**src/design/tha_pkg.sv**
```systemverilog
`default_nettype none
// ======================================================================
// Threshold alert package
package tha_pkg;

    // Command bytes
    localparam logic [7:0] CMD_PFX_WR   = 8'h61;
    localparam logic [7:0] CMD_PFX_RD   = 8'he1;
    localparam logic [7:0] CMD_WR_SETHI = 8'h1d;
    localparam logic [7:0] CMD_WR_CLRHI = 8'h16;
    localparam logic [7:0] CMD_WR_SETLO = 8'h00;
    localparam logic [7:0] CMD_WR_CLRLO = 8'h0b;
    localparam logic [7:0] CMD_WR_CFG   = 8'hbb;
    localparam logic [7:0] CMD_RD_SETHI = 8'h1f;
    localparam logic [7:0] CMD_RD_CLRHI = 8'h14;
    localparam logic [7:0] CMD_RD_SETLO = 8'h02;
    localparam logic [7:0] CMD_RD_CLRLO = 8'h09;

    // Threshold slots
    localparam logic [1:0] TH_SETHI = 2'h0;
    localparam logic [1:0] TH_CLRHI = 2'h1;
    localparam logic [1:0] TH_SETLO = 2'h2;
    localparam logic [1:0] TH_CLRLO = 2'h3;

    // Threshold reset values
    localparam logic [15:0] TH_SETHI_RST = 16'hcd33;
    localparam logic [15:0] TH_CLRHI_RST = 16'hc92d;
    localparam logic [15:0] TH_SETLO_RST = 16'h3466;
    localparam logic [15:0] TH_CLRLO_RST = 16'h3869;

    // Field layout: humidity in the top 7 bits, temperature below
    localparam int TH_RH_W   = 7;
    localparam int TH_T_W    = 9;
    localparam int TH_RH_LSB = 9;
    localparam int MEAS_RH_LSB = 16 - TH_RH_W;
    localparam int MEAS_T_LSB  = 16 - TH_T_W;

    // Status bits feeding the alert pin
    localparam int ST_ANY = 15;
    localparam int ST_RH  = 11;
    localparam int ST_T   = 10;
    localparam int ST_RST = 4;
    localparam logic [15:0] STATUS_RST = 16'h0010;

    // Checksum
    localparam logic [7:0] CRC_POLY = 8'h31;
    localparam logic [7:0] CRC_INIT = 8'hff;

    // Serial slave states
    typedef enum logic [2:0] {
        ST_IDLE = 3'b000,
        ST_RX   = 3'b001,
        ST_RACK = 3'b010,
        ST_TX   = 3'b011,
        ST_TACK = 3'b100,
        ST_WAIT = 3'b101
    } tha_i2c_e;

endpackage : tha_pkg
`default_nettype wire

```
**src/design/tha_crc8.sv**
```systemverilog
`default_nettype none
// ======================================================================
// Checksum over one 16-bit word, most significant bit first
module tha_crc8
    import tha_pkg::*;
(
    input  wire logic [15:0] data, // Word to protect
    output logic      [7:0]  crc   // Checksum byte
);

    // Bitwise shift through the polynomial
    always_comb begin
        crc = CRC_INIT;
        for (int i = 15; i >= 0; i--) begin
            if (crc[7] ^ data[i]) begin
                crc = {crc[6:0], 1'b0} ^ CRC_POLY;
            end else begin
                crc = {crc[6:0], 1'b0};
            end
        end
    end

endmodule : tha_crc8
`default_nettype wire

```
**src/design/tha_alert.sv**
```systemverilog
`default_nettype none
module tha_alert
    import tha_pkg::*;
#(
    parameter logic [6:0] DEV_ADDR = 7'h44 // Slave address
)(
    input  wire logic        ref_clk,      // 20 MHz clock
    input  wire logic        resetn,       // Sync reset, active low
    input  wire logic        soft_reset,   // Soft reset pulse
    input  wire logic        scl_in,       // Serial clock pin
    input  wire logic        sda_in,       // Serial data pin
    output logic             sda_out,      // Data pin level when driven
    output logic             sda_oe_n,     // Data drive, active low
    input  wire logic        meas_valid,   // Measurement done pulse
    input  wire logic [15:0] meas_temp,    // Temperature code
    input  wire logic [15:0] meas_rh,      // Humidity code
    input  wire logic        status_clear, // Clear status pulse
    output logic      [15:0] status,       // Status register
    output logic             alert,        // Alert pin, active high
    input  wire logic [15:0] nv_cfg_in,    // Stored start-up config
    output logic             nv_wr,        // Store config pulse
    output logic      [15:0] nv_data,      // Config word to store
    output logic             auto_mode     // Start in auto mode
);

    // ==================================================================
    // Elaboration check
    if (DEV_ADDR == 7'h00) begin : g_chk
        $error("DEV_ADDR must not be the general call address");
    end

    // ==================================================================
    // State
    typedef struct packed {
        logic [1:0]       scl_s;
        logic [1:0]       sda_s;
        logic             scl_d;
        logic             sda_d;
        tha_i2c_e         fsm;
        logic [3:0]       bits;
        logic [2:0]       idx;
        logic             rw;
        logic             mack;
        logic [7:0]       sh;
        logic [7:0]       cmd0;
        logic [7:0]       cmd1;
        logic [7:0]       dmsb;
        logic [7:0]       dlsb;
        logic             drive_low;
        logic [3:0][15:0] th;
        logic [1:0]       rd_sel;
        logic             t_hi;
        logic             t_lo;
        logic             rh_hi;
        logic             rh_lo;
        logic [15:0]      status;
        logic             alert;
        logic             boot;
        logic             auto_mode;
        logic             nv_wr;
        logic [15:0]      nv_data;
    } tha_state_s;

    tha_state_s s;
    tha_state_s nx;

    logic [7:0] crc_rx;
    logic [7:0] crc_tx;

    // ==================================================================
    // Helpers
    function automatic logic [TH_T_W-1:0] f_t(input logic [15:0] w);
        f_t = w[TH_T_W-1:0];
    endfunction : f_t

    function automatic logic [TH_RH_W-1:0] f_rh(input logic [15:0] w);
        f_rh = w[15:TH_RH_LSB];
    endfunction : f_rh

    // Hysteresis step: raise past set, drop past clear, else hold
    function automatic logic f_step(input logic cur, input logic en,
                                    input logic set, input logic rel);
        if (!en) begin
            f_step = 1'b0;
        end else if (set) begin
            f_step = 1'b1;
        end else if (rel) begin
            f_step = 1'b0;
        end else begin
            f_step = cur;
        end
    endfunction : f_step

    // Checksum of received data and of the word to send
    tha_crc8 u_crc_rx (
        .data ({s.dmsb, s.dlsb}),
        .crc  (crc_rx)
    );
    tha_crc8 u_crc_tx (
        .data (s.th[s.rd_sel]),
        .crc  (crc_tx)
    );

    // Truncated measurement fields and tracking enables
    logic [TH_T_W-1:0]  m_t;
    logic [TH_RH_W-1:0] m_rh;
    logic               t_en;
    logic               rh_en;
    logic               cfg_nz;
    assign m_t    = meas_temp[15:MEAS_T_LSB];
    assign m_rh   = meas_rh[15:MEAS_RH_LSB];
    assign t_en   = f_t(s.th[TH_SETHI]) >= f_t(s.th[TH_SETLO]);
    assign rh_en  = f_rh(s.th[TH_SETHI]) >= f_rh(s.th[TH_SETLO]);
    assign cfg_nz = nv_cfg_in != 16'h0000;

    // ==================================================================
    // Next state
    logic       scl;
    logic       sda;
    logic       scl_rise;
    logic       scl_fall;
    logic       start;
    logic       stop;
    logic       ack;
    logic [7:0] txb;
    logic       bad_crc;
    logic       alert_c;

    always_comb begin
        nx       = s;
        ack      = 1'b0;
        bad_crc  = 1'b0;
        nx.nv_wr = 1'b0;
        scl      = s.scl_s[1];
        sda      = s.sda_s[1];
        scl_rise = scl & ~s.scl_d;
        scl_fall = ~scl & s.scl_d;
        start    = scl & s.scl_d & s.sda_d & ~sda;
        stop     = scl & s.scl_d & ~s.sda_d & sda;
        nx.scl_s = {s.scl_s[0], scl_in};
        nx.sda_s = {s.sda_s[0], sda_in};
        nx.scl_d = scl;
        nx.sda_d = sda;
        // Byte to send for the current read slot
        unique case (s.idx)
            3'd0:    txb = s.th[s.rd_sel][15:8];
            3'd1:    txb = s.th[s.rd_sel][7:0];
            3'd2:    txb = crc_tx;
            default: txb = 8'hff;
        endcase

        // Serial slave; thresholds reachable in any mode
        if (stop) begin
            nx.fsm       = ST_IDLE;
            nx.drive_low = 1'b0;
        end else if (start) begin
            nx.fsm       = ST_RX;
            nx.bits      = 4'd0;
            nx.idx       = 3'd0;
            nx.drive_low = 1'b0;
        end else begin
            unique case (s.fsm)
                ST_IDLE, ST_WAIT: begin
                    nx.drive_low = 1'b0;
                end
                ST_RX: begin
                    if (scl_rise) begin
                        nx.sh   = {s.sh[6:0], sda};
                        nx.bits = s.bits + 4'd1;
                    end else if (scl_fall && s.bits == 4'd8) begin
                        nx.bits = 4'd0;
                        nx.fsm  = ST_RACK;
                        if (s.idx != 3'd7) begin
                            nx.idx = s.idx + 3'd1;
                        end
                        unique case (s.idx)
                            3'd0: begin
                                ack   = s.sh[7:1] == DEV_ADDR;
                                nx.rw = s.sh[0];
                                if (s.sh[0]) begin
                                    nx.idx = 3'd0;
                                end
                            end
                            3'd1: begin
                                nx.cmd0 = s.sh;
                                ack = s.sh == CMD_PFX_WR
                                    || s.sh == CMD_PFX_RD;
                            end
                            3'd2: begin
                                nx.cmd1 = s.sh;
                                ack     = 1'b1;
                                if (s.cmd0 == CMD_PFX_RD) begin
                                    unique case (s.sh)
                                        CMD_RD_SETHI: nx.rd_sel = TH_SETHI;
                                        CMD_RD_CLRHI: nx.rd_sel = TH_CLRHI;
                                        CMD_RD_SETLO: nx.rd_sel = TH_SETLO;
                                        CMD_RD_CLRLO: nx.rd_sel = TH_CLRLO;
                                        default:      ack = 1'b0;
                                    endcase
                                end
                            end
                            3'd3: begin
                                nx.dmsb = s.sh;
                                ack     = s.cmd0 == CMD_PFX_WR;
                            end
                            3'd4: begin
                                nx.dlsb = s.sh;
                                ack     = 1'b1;
                            end
                            3'd5: begin
                                ack     = crc_rx == s.sh;
                                bad_crc = !ack;
                                if (ack) begin
                                    unique case (s.cmd1)
                                        CMD_WR_SETHI: nx.th[TH_SETHI] =
                                            {s.dmsb, s.dlsb};
                                        CMD_WR_CLRHI: nx.th[TH_CLRHI] =
                                            {s.dmsb, s.dlsb};
                                        CMD_WR_SETLO: nx.th[TH_SETLO] =
                                            {s.dmsb, s.dlsb};
                                        CMD_WR_CLRLO: nx.th[TH_CLRLO] =
                                            {s.dmsb, s.dlsb};
                                        CMD_WR_CFG: begin
                                            nx.nv_wr   = 1'b1;
                                            nx.nv_data = {s.dmsb, s.dlsb};
                                        end
                                        default: ack = 1'b0;
                                    endcase
                                end
                            end
                            default: ack = 1'b0;
                        endcase
                        nx.drive_low = ack;
                    end
                end
                ST_RACK: begin
                    if (scl_fall) begin
                        nx.drive_low = 1'b0;
                        if (!s.drive_low) begin
                            nx.fsm = ST_WAIT;
                        end else if (s.rw) begin
                            nx.fsm       = ST_TX;
                            nx.sh        = txb;
                            nx.bits      = 4'd0;
                            nx.drive_low = ~txb[7];
                        end else begin
                            nx.fsm = ST_RX;
                        end
                    end
                end
                ST_TX: begin
                    if (scl_fall) begin
                        if (s.bits == 4'd7) begin
                            nx.drive_low = 1'b0;
                            nx.fsm       = ST_TACK;
                            nx.idx       = s.idx + 3'd1;
                        end else begin
                            nx.sh        = {s.sh[6:0], 1'b1};
                            nx.drive_low = ~s.sh[6];
                            nx.bits      = s.bits + 4'd1;
                        end
                    end
                end
                ST_TACK: begin
                    if (scl_rise) begin
                        nx.mack = ~sda;
                    end else if (scl_fall) begin
                        if (s.mack) begin
                            nx.fsm       = ST_TX;
                            nx.sh        = txb;
                            nx.bits      = 4'd0;
                            nx.drive_low = ~txb[7];
                        end else begin
                            nx.fsm = ST_WAIT;
                        end
                    end
                end
                default: begin
                    nx.fsm       = ST_IDLE;
                    nx.drive_low = 1'b0;
                end
            endcase
        end

        // Clear first, so a measurement in the same cycle still sets
        if (status_clear) begin
            nx.status = 16'h0000;
            nx.t_hi   = 1'b0;
            nx.t_lo   = 1'b0;
            nx.rh_hi  = 1'b0;
            nx.rh_lo  = 1'b0;
        end
        // Independent hysteresis per quantity and bound
        if (meas_valid) begin
            nx.t_hi  = f_step(nx.t_hi, t_en,
                m_t > f_t(s.th[TH_SETHI]),
                m_t < f_t(s.th[TH_CLRHI]));
            nx.t_lo  = f_step(nx.t_lo, t_en,
                m_t < f_t(s.th[TH_SETLO]),
                m_t > f_t(s.th[TH_CLRLO]));
            nx.rh_hi = f_step(nx.rh_hi, rh_en,
                m_rh > f_rh(s.th[TH_SETHI]),
                m_rh < f_rh(s.th[TH_CLRHI]));
            nx.rh_lo = f_step(nx.rh_lo, rh_en,
                m_rh < f_rh(s.th[TH_SETLO]),
                m_rh > f_rh(s.th[TH_CLRLO]));
            nx.status[ST_T]  = nx.t_hi | nx.t_lo;
            nx.status[ST_RH] = nx.rh_hi | nx.rh_lo;
        end
        nx.status[ST_ANY] = nx.status[ST_T] | nx.status[ST_RH];

        // Alert mirrors the selected bits; a drop wipes status
        alert_c = nx.status[ST_ANY] | nx.status[ST_RH]
                | nx.status[ST_T] | nx.status[ST_RST];
        nx.alert = alert_c;
        if (s.alert && !alert_c) begin
            nx.status = 16'h0000;
        end

        // Start-up mode caught one cycle after reset release
        if (s.boot) begin
            nx.auto_mode = cfg_nz;
            nx.boot      = 1'b0;
        end

        // Soft reset and hardware reset restore defaults
        if (!resetn || soft_reset) begin
            nx.th[TH_SETHI] = TH_SETHI_RST;
            nx.th[TH_CLRHI] = TH_CLRHI_RST;
            nx.th[TH_SETLO] = TH_SETLO_RST;
            nx.th[TH_CLRLO] = TH_CLRLO_RST;
            nx.status       = STATUS_RST;
            nx.alert        = 1'b1;
            nx.t_hi         = 1'b0;
            nx.t_lo         = 1'b0;
            nx.rh_hi        = 1'b0;
            nx.rh_lo        = 1'b0;
            nx.boot         = 1'b1;
            nx.nv_wr        = 1'b0;
        end
        if (!resetn) begin
            nx           = '0;
            nx.fsm       = ST_IDLE;
            nx.scl_s     = 2'h3;
            nx.sda_s     = 2'h3;
            nx.scl_d     = 1'b1;
            nx.sda_d     = 1'b1;
            nx.th[TH_SETHI] = TH_SETHI_RST;
            nx.th[TH_CLRHI] = TH_CLRHI_RST;
            nx.th[TH_SETLO] = TH_SETLO_RST;
            nx.th[TH_CLRLO] = TH_CLRLO_RST;
            nx.status    = STATUS_RST;
            nx.alert     = 1'b0;
            nx.boot      = 1'b1;
        end
    end

    // ==================================================================
    // Registers and outputs
    always_ff @(posedge ref_clk) begin
        s <= nx;
    end

    assign sda_out   = 1'b0 & s.drive_low;
    assign sda_oe_n  = ~s.drive_low;
    assign status    = s.status;
    assign alert     = s.alert;
    assign nv_wr     = s.nv_wr;
    assign nv_data   = s.nv_data;
    assign auto_mode = s.auto_mode;
endmodule : tha_alert
`default_nettype wire

```
**config.mk**
```make
export PLATFORM = sky130hd
export DESIGN_NAME = tha_alert
export DESIGN_NICKNAME = d
export VERILOG_FILES = /design/src/design/tha_pkg.sv /design/src/design/tha_crc8.sv /design/src/design/tha_alert.sv
export SDC_FILE = /design/constraint.sdc
export NUM_CORES = 1
export LEC_CHECK = 0
export ABC_CLOCK_PERIOD_IN_PS = 4480
export BUFFER_PORTS_ARGS = -buffer_cell sky130_fd_sc_hd__buf_2
export CAP_MARGIN = 20
export CORE_MARGIN = 3
export CORE_UTILIZATION = 55
export CTS_CLUSTER_DIAMETER = 150
export DETAILED_ROUTE_END_ITERATION = 7
export PLACE_DENSITY = 0.8
export SLEW_MARGIN = 20
export SYNTH_ARGS = -nofsm -noshare
export SYNTH_HDL_FRONTEND = slang
export SYNTH_SLANG_ARGS = --single-unit
```
**constraint.sdc**
```tcl
create_clock -name ref_clk -period 4.48 [get_ports ref_clk]
set_input_delay 0.448 -clock ref_clk [delete_from_list [all_inputs] [get_ports ref_clk]]
set_output_delay 0.448 -clock ref_clk [all_outputs]
set_load 0.03 [all_outputs]
```
==> flow_metrics.py <==
metrics = {
    "placement": {
        "place_area_um2": 10200,
        "gp_congestion": 0.911,
        "io_buffers": 62,
        "hpwl_um": 17000,
    },
    "routing": {
        "drt_iter0_drc": 759,
        "dr.pass1.iters": 6,
        "routedWlPerCell_um": 17.1,
        "wl_um": 23800,
        "drcViolationCount": 0,
        "postRouteAntennaNets": 0,
        "via_per_inst": 5.89,
        "via_count": 8206,
    },
    "worst_setup_path": {
        "setup.worst_path.start_class": "register",
        "worstPathRequired_ns": 4.79,
        "path_max_fanout": 16,
        "crit_path_end_kind": "register",
        "arrival_ns": 3.86,
        "cp_cell_sequence": "xnor3_2 -> xnor2_4 -> xnor3_1 -> xnor2_2 -> nor4b_2 -> o2111a_4 -> nand4_4 -> mux2i_1 -> nor2_1",
        "path_depth": 9,
        "max_stage_delay_ns": 0.56,
        "critPathSlowestCell": "dfxtp_1",
        "critical_path_class": "reg2reg",
        "crit_family": "XOR/XNOR gates",
        "crit_buf_inv": 0,
        "reg2reg_depth": 9,
    },
    "synth": {
        "synth.distinct_cells": 77,
        "synth.most_common_cell": "dfxtp_1",
        "syn_area_um2": 10000,
        "synth_common_cells": "dfxtp_1 (153), nand2_1 (129), nor2_1 (112), mux2i_1 (87), ha_1 (85)",
        "yosys-top-cells-area": "dfxtp_1 (31%), ha_1 (11%), mux2i_1 (8.7%)",
        "ys.flop_type": "dfxtp_1",
        "ys_ff_latch": 153,
        "synth_top_area_share_pct": 30.6,
        "synth_edf_count": 0,
        "yosysWarnings": 0,
        "synth.yosys.seq_area_share_pct": 30.6,
        "async_reset_ff_share_pct": 0,
        "synthesis.instances": 1150,
        "yosysTopAreaCell": "dfxtp_1",
        "avgSynthCellArea_um2": 8.70,
    },
    "final_layout": {
        "fillers": 1502,
        "stdcell_area_um2": 10700,
        "area_delta_synth_final_pct": 7.09,
        "final_net_count": 1295,
        "regArea_um2": 3060,
        "drive_gt1_share_pct": 11.4,
        "multiInputGateArea_um2": 6150,
        "antenna_cells": 0,
    },
    "grt": {
        "grt_pass1_wl_um": 38900,
        "grtUsageTotal_pct": 24.0,
        "grt_max_degree": 65,
        "grt_overflow_total": 0,
        "grt_pass1_vias": 7742,
        "antenna_found_initial": 0,
    },
    "timing": {
        "period_share_pct": 79.2,
        "rsz0062_at_grt": "no",
        "tightest_slew_ns": 0.888,
        "maxSlewHeadroom_pct": 40.3,
        "finClkSkew_ns": 0.00924,
        "fmax_ghz": 0.282,
        "hold_viol": 0,
        "min_period_ns": 3.55,
        "drv_slew": 0,
        "setup_viol": 0,
        "setup_tns_ns": 0,
    },
    "floorplanning": {
        "pin_count": 92,
        "rows": 48,
        "coreArea_um2": 17500,
        "die_y_um": 141,
        "initial_core_util_pct": 57.0,
        "die_x_um": 141,
        "die_area_um2": 19800,
    },
    "clock_network": {
        "clock_latency_ns": 0.43,
        "cts-root-buf": "clkbuf_16",
        "cts_resized": 0,
        "cts_tree": "done",
        "cts.path.max_buffers": 2,
        "cts_inserted_buffers": 17,
        "h-tree-depth": 4,
        "post_cts_buffers": 0,
        "cts_hold_buf": 0,
        "clk_pin_slew_ns": 0.07,
        "clock-sinks": 153,
    },
    "pwr": {
        "power_density_nw_per_um2": 279,
        "peakVddDrop_v": 0.000286,
        "leakagePower_nw": 4.90,
    },
    "worst_hold_path": {
        "whs_path_depth": 2,
        "hold_class": "in2reg",
    },
    "run": {
        "cap_violations": 0,
    },
    "status": {
        "status": "finished clean",
    },
}
state kept, by name (all words and copies together), names as in the netlist:
| name | cells |
|---|---|
| nv_wr | 1 |
| alert | 1 |
| nv_data | 16 |
| status | 4 |
| auto_mode | 1 |
| s | 130 |
path summary, 6_finish.rpt:
kind                                            to  slack [ns]           startpoint
worst min-delay path             s[163]$_SDFF_PN1_        0.20               scl_in
worst max-delay path            s[91]$_SDFFE_PP0P_        0.93  s[119]$_SDFFE_PN0P_
worst min register to register   s[162]$_SDFF_PN1_        0.42    s[161]$_SDFF_PN1_
worst max register to register  s[91]$_SDFFE_PP0P_        0.93  s[119]$_SDFFE_PN0P_
routing by layer:
layer | vias up | GRT usage, % | wire length, um
met4 | 0 | 8.16 | 557
met2 | 277 | 39.6 | 11200
met1 | 3939 | 32.0 | 10600
met3 | 44 | 4.07 | 1390
met5 | - | 0 | 0
li1 | 3946 | - | -
cells in the final DEF (no fill, tap or decap), types with 16 or more instances in the layout:
master     count
o21ai_0       41
a21oi_1       66
mux2i_1       87
mux4_2        16
xnor2_1       40
nand2_1      129
a21o_1        16
buf_2         62
clkbuf_16     17
xor2_1        17
inv_1         78
ha_1          85
nor2_1       111
o211ai_1      18
nand2b_1      23
dfxtp_1      153
report_power, final:
group / total (W) / internal [W] / switching, W / leakage [nW]
clock network: 0.00138 / 0.000730 / 0.000654 / 0.270
logic: 0.000207 / 0.0000799 / 0.000127 / 3.40
registers: 0.00140 / 0.00137 / 0.0000255 / 1.24
total: 0.00299 / 0.00218 / 0.000807 / 4.90
stage by stage:
stage / total power (W) / hold WS (ns) / cells / util (%) / worst slack (ns)
floorplan: 0.00158 / 0.386 / 1162 / - / 1.39
global placement: 0.00163 / 0.394 / 1361 / 57.9 / 0.995
detailed placement: 0.00163 / 0.396 / 1361 / 57.9 / 0.978
CTS: 0.00300 / 0.196 / 1393 / 61.1 / 0.937
global route: 0.00309 / 0.210 / 1393 / 61.1 / 0.693
finish: 0.00299 / 0.198 / 1393 / 61.1 / 0.932
logic make-up (layout without fill, tap and decap cells):
logic type      after synthesis  after routing  share of synthesized area, %
mux                         104            104                          12.4
simple gates                353            353                          16.5
other cells                   1             13                        0.0375
compound gates              209            209                          13.5
fa+ha+maj                    85             85                          10.6
buf+inv                     175            181                          8.38
flops                       153            153                          30.6
xor+xnor                     70             70                          7.89
area by class of cell:
class | count | area share (%)
inverters | 80 | 2.80
clock inverters | 15 | 1.21
well taps | 225 | 2.63
multi-input cells | 834 | 57.4
repair buffers | 69 | 3.39
flip-flops and latches | 153 | 28.6
clock buffers | 17 | 3.97
Power figures use the tool's default switching activity.
